===== config.mk =====
export PLATFORM = sky130hd
export DESIGN_NAME = ics_top
export DESIGN_NICKNAME = d
export VERILOG_FILES = /design/src/hw/ics_pkg.sv /design/src/hw/ics_channel.sv /design/src/hw/ics_top.sv
export SDC_FILE = /design/constraint.sdc
export NUM_CORES = 2
export LEC_CHECK = 0
export ABC_CLOCK_PERIOD_IN_PS = 18050
export BUFFER_PORTS_ARGS = -buffer_cell sky130_fd_sc_hd__buf_2
export CORE_MARGIN = 10
export CORE_UTILIZATION = 40
export CTS_CLUSTER_SIZE = 16
export DETAILED_ROUTE_END_ITERATION = 8
export PLACE_DENSITY = 0.56
export REMOVE_ABC_BUFFERS = 1
export SYNTH_ARGS = -nofsm -noshare
export SYNTH_HDL_FRONTEND = slang
export SYNTH_SLANG_ARGS = --single-unit

===== constraint.sdc =====
create_clock -name i_core_clk -period 18.05 [get_ports i_core_clk]
set_input_delay 0.9025 -clock i_core_clk [delete_from_list [all_inputs] [get_ports i_core_clk]]
set_output_delay 0.9025 -clock i_core_clk [all_outputs]
set_load 0.01 [all_outputs]

===== src/hw/ics_pkg.sv =====
// Constants, register map and field layout of the injection command sequencer.
package ics_pkg;

  // ********************************
  // Clock and timing
  // ********************************
  localparam int CLK_PERIOD_NS = 100;
  localparam int NUM_LINES = 10;
  localparam int NUM_CHAN = 20;
  localparam int PULL_STEP_NS = 100000;
  localparam int PULL_STEP_CYC_I = PULL_STEP_NS / CLK_PERIOD_NS;
  localparam logic [17:0] PULL_STEP_CYC = 18'(PULL_STEP_CYC_I);
  localparam logic [7:0] PULL_MIN_UNITS = 8'h0a;
  localparam logic [7:0] PULL_MAX_UNITS = 8'h28;
  localparam logic [7:0] PULL_RST_UNITS = 8'h0a;
  localparam int HOLD_LIMIT_MS = 450;
  localparam int HOLD_LIMIT_CYC = HOLD_LIMIT_MS * (1000000 / CLK_PERIOD_NS);
  localparam int SIM_RPM_X10 = 375;
  localparam int SIM_TEETH = 60;
  localparam int SIM_TOOTH_US = 600000000 / (SIM_RPM_X10 * SIM_TEETH);
  localparam int SIM_TOOTH_CYC = SIM_TOOTH_US * (1000 / CLK_PERIOD_NS);
  localparam logic [5:0] SIM_LAST_TOOTH = 6'(SIM_TEETH - 1);
  localparam int WDOG_TIMEOUT_MS = 100;
  localparam int WDOG_TIMEOUT_CYC = WDOG_TIMEOUT_MS * (1000000 / CLK_PERIOD_NS);
  localparam int PWM_PERIOD_US = 50;
  localparam int PWM_PERIOD_CYC_I = PWM_PERIOD_US * 1000 / CLK_PERIOD_NS;
  localparam logic [9:0] PWM_PERIOD_CYC = 10'(PWM_PERIOD_CYC_I);

  // ********************************
  // Register map
  // ********************************
  localparam logic [7:0] REG_CTRL = 8'h00;
  localparam logic [7:0] REG_PULL = 8'h04;
  localparam logic [7:0] REG_KICK = 8'h08;
  localparam logic [7:0] REG_STAT = 8'h0c;
  localparam logic [7:0] REG_IRQ_STAT = 8'h10;
  localparam logic [7:0] REG_IRQ_EN = 8'h14;
  localparam logic [7:0] REG_IRQ_CLR = 8'h18;
  localparam logic [7:0] REG_DOUT = 8'h1c;
  localparam logic [7:0] REG_CHAN_ACT = 8'h20;
  localparam int MMIO_BIT = 7;
  localparam int MMIO_SEL_LO = 5;

  // ********************************
  // Fields
  // ********************************
  localparam int CTRL_TEST = 0;
  localparam int CTRL_FOUR = 1;
  localparam int CTRL_RESYNC = 2;
  localparam int STAT_HALT = 0;
  localparam int STAT_INHIBIT = 1;
  localparam int IRQ_WDOG = 0;
  localparam int IRQ_LIMIT = 1;
  localparam int IRQ_MARK = 2;
  localparam int IRQ_W = 3;
  localparam int DOUT_ONE = 0;
  localparam int DOUT_TWO = 1;

  typedef enum logic [3:0] {
    CH_IDLE = 4'b0001,
    CH_PULL = 4'b0010,
    CH_HOLD = 4'b0100,
    CH_DONE = 4'b1000
  } ics_chan_state_e;

endpackage


===== src/hw/ics_channel.sv =====
// One solenoid driver channel: pull-in timer, hold-in limit and hold current PWM.
`timescale 1ns/1ps
module ics_channel
  import ics_pkg::*;
#(
  parameter int HOLD_CYC = HOLD_LIMIT_CYC
) (
  // Clock and reset
  input wire logic i_core_clk,
  input wire logic i_rst_n,
  // Command and control
  input wire logic i_cmd,
  input wire logic i_inhibit,
  input wire logic [17:0] i_pull_cyc,
  input wire logic i_cur_over,
  // Driver outputs
  output logic o_energize,
  output logic o_full_current,
  output logic o_drive_gate,
  output logic o_limit_hit
);

  ics_chan_state_e state_q;
  logic [17:0] pull_cnt_q;
  logic [22:0] hold_cnt_q;
  logic [9:0] pwm_cnt_q;
  logic [9:0] pwm_width_q;

  // ********************************
  // Timers and state
  // ********************************
  always_ff @(posedge i_core_clk) begin
    if (!i_rst_n || i_inhibit) begin
      state_q <= CH_IDLE;
      pull_cnt_q <= '0;
      hold_cnt_q <= '0;
      o_limit_hit <= 1'b0;
    end else begin
      o_limit_hit <= 1'b0;
      case (state_q)
        CH_IDLE: begin
          if (i_cmd) begin
            state_q <= CH_PULL;
            pull_cnt_q <= 18'h00001;
            hold_cnt_q <= 23'h000001;
          end
        end
        CH_PULL, CH_HOLD: begin
          hold_cnt_q <= hold_cnt_q + 23'h000001;
          pull_cnt_q <= pull_cnt_q + 18'h00001;
          if (!i_cmd) begin
            state_q <= CH_IDLE;
          end else if (hold_cnt_q >= 23'(HOLD_CYC)) begin
            state_q <= CH_DONE;
            o_limit_hit <= 1'b1;
          end else if (state_q == CH_PULL && pull_cnt_q >= i_pull_cyc) begin
            state_q <= CH_HOLD;
          end
        end
        CH_DONE: begin
          if (!i_cmd) begin
            state_q <= CH_IDLE;
          end
        end
        default: begin
          state_q <= CH_IDLE;
        end
      endcase
    end
  end

  // ********************************
  // Hold current regulation
  // ********************************
  // current feedback trims width.
  always_ff @(posedge i_core_clk) begin
    if (!i_rst_n || state_q != CH_HOLD) begin
      pwm_cnt_q <= '0;
      pwm_width_q <= PWM_PERIOD_CYC;
    end else if (pwm_cnt_q == PWM_PERIOD_CYC - 10'h001) begin
      pwm_cnt_q <= '0;
      if (i_cur_over && pwm_width_q != '0) begin
        pwm_width_q <= pwm_width_q - 10'h001;
      end else if (!i_cur_over && pwm_width_q != PWM_PERIOD_CYC) begin
        pwm_width_q <= pwm_width_q + 10'h001;
      end
    end else begin
      pwm_cnt_q <= pwm_cnt_q + 10'h001;
    end
  end

  always_ff @(posedge i_core_clk) begin
    if (!i_rst_n || i_inhibit) begin
      o_energize <= 1'b0;
      o_full_current <= 1'b0;
      o_drive_gate <= 1'b0;
    end else begin
      o_energize <= state_q == CH_PULL || state_q == CH_HOLD;
      o_full_current <= state_q == CH_PULL;
      o_drive_gate <= state_q == CH_PULL || (state_q == CH_HOLD && pwm_cnt_q < pwm_width_q);
    end
  end

endmodule


===== src/hw/ics_top.sv =====
// Injection command sequencer: demultiplexer, timing marks, watchdog, test wheel, decode, indicators.
`timescale 1ns/1ps
// Overview of operation
// - Split ten shared processor injection lines into twenty per-cylinder commands.
// - A channel energizes while its cylinder command is asserted, until the hold-in limit ends it.
// - Pull-in and hold-in limit timers start on the command's leading edge.
// - Pull-in interval is programmable from 1 to 4 ms with full current.
// - Energizing ends 450 ms after command start even if command persists.
// - After pull-in, current feedback shortens PWM pulses to hold current.
// - Watchdog fault halts the processor and inhibits the injector drivers and discrete outputs.
// - Test mode simulates 37.5 rpm on a 60-tooth wheel.
// - Decode setup commands to this block and memory-mapped I/O selects.
// - Run indicator lit while executing, dark from halt until restart.
// - Each discrete-output indicator is lit exactly while its output is high.
// - Network indicator lights while network activity is present.
// - Four-stroke forwards only the first top mark after phase; two-stroke ignores phase.
module ics_top
  import ics_pkg::*;
#(
  parameter int HOLD_CYC = HOLD_LIMIT_CYC,
  parameter int TOOTH_CYC = SIM_TOOTH_CYC,
  parameter int WDOG_CYC = WDOG_TIMEOUT_CYC
) (
  // Clock and reset
  input wire logic i_core_clk,
  input wire logic i_rst_n,
  // Register port
  input wire logic [7:0] i_reg_addr,
  input wire logic [31:0] i_reg_wdata,
  input wire logic i_reg_wr,
  input wire logic i_reg_rd,
  output logic [31:0] o_reg_rdata,
  // Memory-mapped I/O
  output logic [3:0] o_mmio_sel,
  output logic o_mmio_wr,
  output logic o_mmio_rd,
  input wire logic [31:0] i_mmio_rdata,
  // Processor and engine pins
  input wire logic [NUM_LINES-1:0] i_inj_line,
  input wire logic i_speed_pin,
  input wire logic i_tdc_pin,
  input wire logic i_phase_pin,
  input wire logic i_cpu_restart,
  input wire logic i_net_activity,
  input wire logic [NUM_CHAN-1:0] i_cur_over,
  // Timing to processor
  output logic o_speed_to_cpu,
  output logic o_top_center_mark,
  // Drivers
  output logic [NUM_CHAN-1:0] o_fire,
  output logic [NUM_CHAN-1:0] o_full_current,
  output logic [NUM_CHAN-1:0] o_drive_gate,
  // Watchdog and indicators
  output logic o_cpu_halt,
  output logic o_io_inhibit,
  output logic o_discrete_out_one,
  output logic o_discrete_out_two,
  output logic o_run_led,
  output logic o_net_led,
  output logic o_do_one_led,
  output logic o_do_two_led,
  output logic o_irq
);

  localparam int SW = NUM_LINES + 5 + NUM_CHAN;

  logic [SW-1:0] pin_a_q, pin_b_q, pin_c_q, pin_f_q, pin_p_q;
  logic [NUM_LINES-1:0] line_f, line_fall, bank_q;
  logic [NUM_CHAN-1:0] cmd, limit_hit;
  logic speed_f, tdc_rise, phase_rise, restart_f;
  logic test_q, four_q, armed_q, halt_q;
  logic [7:0] pull_units_q, pull_units;
  logic [17:0] pull_cyc;
  logic [1:0] dout_q;
  logic [IRQ_W-1:0] irq_stat_q, irq_en_q, irq_set;
  logic [22:0] wdog_cnt_q;
  logic [18:0] tooth_cnt_q;
  logic [5:0] tooth_q;
  logic sim_tick, sim_tdc, sim_tick_q;
  logic reg_hit;
  logic [31:0] rd_mux;

  // ********************************
  // Pin synchronisers
  // ********************************
  always_ff @(posedge i_core_clk) begin
    if (!i_rst_n) begin
      pin_a_q <= '0;
      pin_b_q <= '0;
      pin_c_q <= '0;
      pin_f_q <= '0;
      pin_p_q <= '0;
    end else begin
      pin_a_q <= {i_cur_over, i_net_activity, i_cpu_restart, i_phase_pin, i_tdc_pin, i_speed_pin, i_inj_line};
      pin_b_q <= pin_a_q;
      pin_c_q <= pin_b_q;
      pin_f_q <= (pin_b_q & pin_c_q) | (pin_f_q & (pin_b_q ^ pin_c_q));
      pin_p_q <= pin_f_q;
    end
  end

  assign line_f = pin_f_q[NUM_LINES-1:0];
  assign line_fall = pin_p_q[NUM_LINES-1:0] & ~line_f;
  assign speed_f = pin_f_q[NUM_LINES];
  assign tdc_rise = pin_f_q[NUM_LINES+1] & ~pin_p_q[NUM_LINES+1];
  assign phase_rise = pin_f_q[NUM_LINES+2] & ~pin_p_q[NUM_LINES+2];
  assign restart_f = pin_f_q[NUM_LINES+3];

  // ********************************
  // Demultiplexer
  // ********************************
  // events alternate per line.
  always_ff @(posedge i_core_clk) begin
    if (!i_rst_n || o_io_inhibit) begin
      bank_q <= '0;
    end else if (i_reg_wr && i_reg_addr == REG_CTRL && i_reg_wdata[CTRL_RESYNC]) begin
      bank_q <= '0;
    end else begin
      bank_q <= bank_q ^ line_fall;
    end
  end

  generate
    for (genvar k = 0; k < NUM_LINES; k++) begin : g_demux
      assign cmd[2*k] = line_f[k] & ~bank_q[k] & ~o_io_inhibit;
      assign cmd[2*k+1] = line_f[k] & bank_q[k] & ~o_io_inhibit;
    end
  endgenerate

  assign pull_units = (pull_units_q < PULL_MIN_UNITS) ? PULL_MIN_UNITS :
                      (pull_units_q > PULL_MAX_UNITS) ? PULL_MAX_UNITS : pull_units_q;
  assign pull_cyc = 18'(pull_units * PULL_STEP_CYC);

  generate
    for (genvar c = 0; c < NUM_CHAN; c++) begin : g_chan
      ics_channel #(
        .HOLD_CYC(HOLD_CYC)
      ) u_chan (
        .i_core_clk(i_core_clk),
        .i_rst_n(i_rst_n),
        .i_cmd(cmd[c]),
        .i_inhibit(o_io_inhibit),
        .i_pull_cyc(pull_cyc),
        .i_cur_over(pin_f_q[NUM_LINES+5+c]),
        .o_energize(o_fire[c]),
        .o_full_current(o_full_current[c]),
        .o_drive_gate(o_drive_gate[c]),
        .o_limit_hit(limit_hit[c])
      );
    end
  endgenerate

  // ********************************
  // Test wheel and timing mark
  // ********************************
  // simulated 60-tooth wheel.
  always_ff @(posedge i_core_clk) begin
    if (!i_rst_n || !test_q) begin
      tooth_cnt_q <= '0;
      tooth_q <= '0;
    end else if (sim_tick) begin
      tooth_cnt_q <= '0;
      tooth_q <= (tooth_q == SIM_LAST_TOOTH) ? 6'h00 : tooth_q + 6'h01;
    end else begin
      tooth_cnt_q <= tooth_cnt_q + 19'h00001;
    end
  end

  assign sim_tick = test_q && tooth_cnt_q == 19'(TOOTH_CYC - 1);
  assign sim_tdc = sim_tick && tooth_q == SIM_LAST_TOOTH;

  always_ff @(posedge i_core_clk) begin
    if (!i_rst_n) begin
      armed_q <= 1'b0;
      o_top_center_mark <= 1'b0;
      o_speed_to_cpu <= 1'b0;
      sim_tick_q <= 1'b0;
    end else begin
      sim_tick_q <= sim_tick;
      o_speed_to_cpu <= test_q ? sim_tick_q : speed_f;
      if (test_q) begin
        o_top_center_mark <= sim_tdc;
        armed_q <= 1'b0;
      end else if (four_q) begin
        o_top_center_mark <= tdc_rise && armed_q;
        armed_q <= phase_rise ? 1'b1 : (tdc_rise ? 1'b0 : armed_q);
      end else begin
        o_top_center_mark <= tdc_rise;
        armed_q <= 1'b0;
      end
    end
  end

  // ********************************
  // Watchdog
  // ********************************
  // fault halts and inhibits.
  always_ff @(posedge i_core_clk) begin
    if (!i_rst_n) begin
      wdog_cnt_q <= '0;
      halt_q <= 1'b0;
    end else if (halt_q) begin
      wdog_cnt_q <= '0;
      halt_q <= ~restart_f;
    end else if (i_reg_wr && i_reg_addr == REG_KICK) begin
      wdog_cnt_q <= '0;
    end else if (wdog_cnt_q == 23'(WDOG_CYC - 1)) begin
      halt_q <= 1'b1;
    end else begin
      wdog_cnt_q <= wdog_cnt_q + 23'h000001;
    end
  end

  assign o_cpu_halt = halt_q;
  assign o_io_inhibit = halt_q;

  // ********************************
  // Setup registers
  // ********************************
  // setup command decode.
  always_ff @(posedge i_core_clk) begin
    if (!i_rst_n) begin
      test_q <= 1'b0;
      four_q <= 1'b0;
      pull_units_q <= PULL_RST_UNITS;
      dout_q <= '0;
      irq_en_q <= '0;
    end else if (i_reg_wr) begin
      case (i_reg_addr)
        REG_CTRL: begin
          test_q <= i_reg_wdata[CTRL_TEST];
          four_q <= i_reg_wdata[CTRL_FOUR];
        end
        REG_PULL: pull_units_q <= i_reg_wdata[7:0];
        REG_DOUT: dout_q <= i_reg_wdata[1:0];
        REG_IRQ_EN: irq_en_q <= i_reg_wdata[IRQ_W-1:0];
        default: begin
        end
      endcase
    end
  end

  assign irq_set = {o_top_center_mark, |limit_hit, halt_q};

  // Set wins over a clear in the same cycle.
  always_ff @(posedge i_core_clk) begin
    if (!i_rst_n) begin
      irq_stat_q <= '0;
    end else if (i_reg_wr && i_reg_addr == REG_IRQ_CLR) begin
      irq_stat_q <= (irq_stat_q & ~i_reg_wdata[IRQ_W-1:0]) | irq_set;
    end else begin
      irq_stat_q <= irq_stat_q | irq_set;
    end
  end

  assign o_irq = |(irq_stat_q & irq_en_q);

  // ********************************
  // Read path and I/O decode
  // ********************************
  assign reg_hit = ~i_reg_addr[MMIO_BIT];
  assign o_mmio_sel = i_reg_addr[MMIO_BIT] ? 4'h1 << i_reg_addr[MMIO_SEL_LO+:2] : 4'h0;
  assign o_mmio_wr = i_reg_addr[MMIO_BIT] & i_reg_wr;
  assign o_mmio_rd = i_reg_addr[MMIO_BIT] & i_reg_rd;

  always_comb begin
    rd_mux = '0;
    case (i_reg_addr)
      REG_CTRL: rd_mux = {30'h0, four_q, test_q};
      REG_PULL: rd_mux = {24'h0, pull_units_q};
      REG_STAT: rd_mux = {30'h0, o_io_inhibit, halt_q};
      REG_IRQ_STAT: rd_mux = {29'h0, irq_stat_q};
      REG_IRQ_EN: rd_mux = {29'h0, irq_en_q};
      REG_DOUT: rd_mux = {30'h0, dout_q};
      REG_CHAN_ACT: rd_mux = {12'h0, o_fire};
      default: rd_mux = '0;
    endcase
  end

  always_ff @(posedge i_core_clk) begin
    if (!i_rst_n) begin
      o_reg_rdata <= '0;
    end else begin
      o_reg_rdata <= (i_reg_rd && reg_hit) ? rd_mux : 32'h0;
    end
  end

  // ********************************
  // Outputs and indicators
  // ********************************
  always_ff @(posedge i_core_clk) begin
    if (!i_rst_n) begin
      o_discrete_out_one <= 1'b0;
      o_discrete_out_two <= 1'b0;
      o_run_led <= 1'b0;
      o_net_led <= 1'b0;
    end else begin
      o_discrete_out_one <= dout_q[DOUT_ONE] & ~o_io_inhibit;
      o_discrete_out_two <= dout_q[DOUT_TWO] & ~o_io_inhibit;
      o_run_led <= ~halt_q;
      o_net_led <= pin_f_q[NUM_LINES+4];
    end
  end

  assign o_do_one_led = o_discrete_out_one;
  assign o_do_two_led = o_discrete_out_two;

endmodule


==> out/qor.csv <==
metric,value,unit
Area Growth Syn to Fin,11.7,%
IR Drop Worst-Case VDD,0.000102,V
leading area contributor after synthesis,dfxtp_1,
post-CTS sizing,0,
"Clk Latency, worst-skew pair",830,ps
number of global-route vias before repair,68455,
clock period minus worst slack,8370,ps
Synth Register Bits,1637,
status,"complete, no violations",
DRC viols,0,
WP data arrival,9060,ps
dpl cells,13026,
clk sinks,1637,
final hold vios,0,
H-tree depth,4,
Post-CTS Repair Setup Buffers,0,
unrepaired setup endpoints after global routing,false,
slowest CP cell,dfxtp_1,
critical path type,reg2reg,
Core ar.,217000,µm²
Starting DRT DRC Count,3503,
row count,171,
"Req. time, crit path",18740,ps
synth warn,0,
Setup Skew,38.6,ps
global route overflow,0,
CTS Buf Count,189,
Finished Cell Area,97100,µm²
Setup TNS,0,ps
Buffers on Ports,151,
# IOs,220,
die width,486,µm
"Seq/Total Area, Yosys",37.7,%
post-route ant nets,0,
Starting Density,40.1,%
"Distinct cells, synth",102,
DP Worst Slack,9710,ps
worst-path fanout max,25,
Mapped Area,86900,µm²
Post-synth EDFFs,0,
final non-filler cell total,13388,
Gate Count Post-Synth,10299,
dominant synthesized flop cell,dfxtp_1,
Final Max Slew Viols,0,
Leak,39.9,nW
Die ar.,236000,µm²
placer congestion estimate,0.805,
Top delay family on crit path,adder cells,
synth top area cells,"dfxtp_1 (38%), ha_1 (11%), nor2_1 (6.0%)",
Final Routed Wirelength,211000,µm
syn_area_per_cell,8.44,µm²
setup violators final,0,
slew margin rel.,16.2,%
min setup slack post-route,9680,ps
# nets final,11249,
HP Class,in2reg,
Tcrit/Tclk final,46.4,%
post-DP HPWL,145000,µm
Worst Path Buf+Inv,5,
number of hold buffers added after CTS,0,
Die H,486,µm
layout cells sized above 1,6.47,%
CP max stage delay,570,ps
Startpoint Class,flop,
Fmax,119,MHz
total track usage,17.2,%
root buf cell,clkbuf_16,
max-capacitance violation count,0,
Worst-path clk slew,60,ps
first-pass GRT wire length,347000,µm
"most used cell, CP",ha_1,
Async SR Flop Fraction,0,%
DR vias,70630,
CTS Buffer Depth,3,
initial antenna violation count,6,
DR vias/cell,5.28,
CTS tree,yes,
Slew @ Worst Pin,1250,ps
first drt pass iteration count,6,
power per cell area,82.6,nW/µm²
largest net degree at the start of global routing,77,
area share of the largest cell type after synthesis,37.7,%
Area after DPL,90500,µm²
wire per inst,15.7,µm
CP Capture Type,flop,
-- flip-flops by register name, summed over array words and instances (netlist names), 35 cells and up --
register	flops
pin_f_q	35
pin_a_q	35
pin_b_q	35
g_chan.u_chan.pwm_cnt_q	200
pin_c_q	35
g_chan.u_chan.state_q	80
g_chan.u_chan.pull_cnt_q	360
g_chan.u_chan.hold_cnt_q	460
g_chan.u_chan.pwm_width_q	200
-- routing by layer --
metal  track usage [%]  routed length, µm  up-vias
met3              2.39               7330      317
met4              5.32               6240        2
li1                  -                  -    36031
met5                 0                 20        -
met2              30.0              99600      927
met1              21.9              97400    33353
-- cell type report --
| class | instances | area [µm²] |
|---|---|---|
| diodes | 8 | 20.0 |
| clock buffers | 267 | 5490 |
| clock inverters | 87 | 1090 |
| fillers | 21049 | 120000 |
| inverters | 445 | 1670 |
| multi-input cells | 7869 | 51100 |
| flip-flops and latches | 1637 | 32800 |
| well taps | 2854 | 3570 |
| repair buffers | 221 | 1300 |
-- worst register-to-register path: cells and delay by family, from the launching register on --
kind	cells	cell delay, ps
simple gates	7	1430
xor+xnor	2	340
flops	1	570
fa+ha+maj	8	3030
compound gates	9	1610
buf+inv	5	1250
-- through the flow --
step / total power, mW / utilization (%) / hold WS, ps
floorplan: 3.91 / - / 412
global placement: 4.07 / 41.7 / 415
detailed placement: 4.09 / 41.7 / 418
CTS: 8.16 / 44.8 / 194
global route: 8.33 / 44.8 / 228
finish: 8.02 / 44.8 / 272
-- cells in the mapped netlist (all sizes together) (98+ instances only) --
cell type / instances
inv: 443
nand2b: 121
nor2: 1381
o21ai: 461
a21oi: 589
nor3: 162
xor2: 554
o211ai: 123
nor2b: 165
nor4: 98
xnor2: 263
nand4: 227
ha: 735
nand3: 407
clkbuf: 260
and3: 255
nand2: 836
and2: 192
or3: 218
buf: 111
a21o: 210
dfxtp: 1637
-- cells by family after synthesis --
| kind of cell | Yosys count | share of synthesized area, % |
|---|---|---|
| fa+ha+maj | 798 | 11.8 |
| flops | 1637 | 37.7 |
| simple gates | 4263 | 23.9 |
| mux | 46 | 0.551 |
| compound gates | 1920 | 13.9 |
| xor+xnor | 817 | 8.24 |
| other cells | 2 | 0.00864 |
| buf+inv | 816 | 3.88 |
-- cell usage in the layout (no fill, tap or decap), drive strengths merged, types with 35 or more instances in the layout --
master  synthesis  layout
o21a           88      88
and3          255     255
nand2         836     836
o311ai         42      42
and2          192     192
or3           218     218
a31oi          44      44
nor4           98      98
a211oi         72      72
ha            735     735
nor2b         165     165
xor2          554     554
o211ai        123     123
inv           443     450
clkinv          2      56
nand3         407     407
or2            45      45
nand4         227     227
a22oi          35      35
fa             40      40
a21o          210     210
xnor2         263     263
nor3          162     162
and4           35      35
a21oi         589     589
dfxtp        1637    1637
clkbuf        260     267
o21ai         461     461
buf           111     221
nor2         1381    1381
nand2b        121     121
-- power by group --
part	internal [mW]	switching [mW]	total (mW)	leakage (nW)
Clock	2.41	1.60	4.02	3.25
Sequential	3.62	0.00481	3.63	13.2
Combinational	0.111	0.262	0.373	23.4
-- path summary, 6_finish.rpt --
kind / end / slack, ps / cells after the start / from
setup reg to reg: g_chan[9].u_chan.state_q[0] / 9680 / 31 / pull_units_q[4]
setup / recovery: g_chan[9].u_chan.state_q[0] / 9680 / 31 / pull_units_q[4]
hold / removal: pin_a_q[3] / 270 / 2 / i_inj_line[3]
hold reg to reg: pin_b_q[2] / 420 / 1 / pin_a_q[2]
No activity file was read; power rests on OpenSTA's default activity.
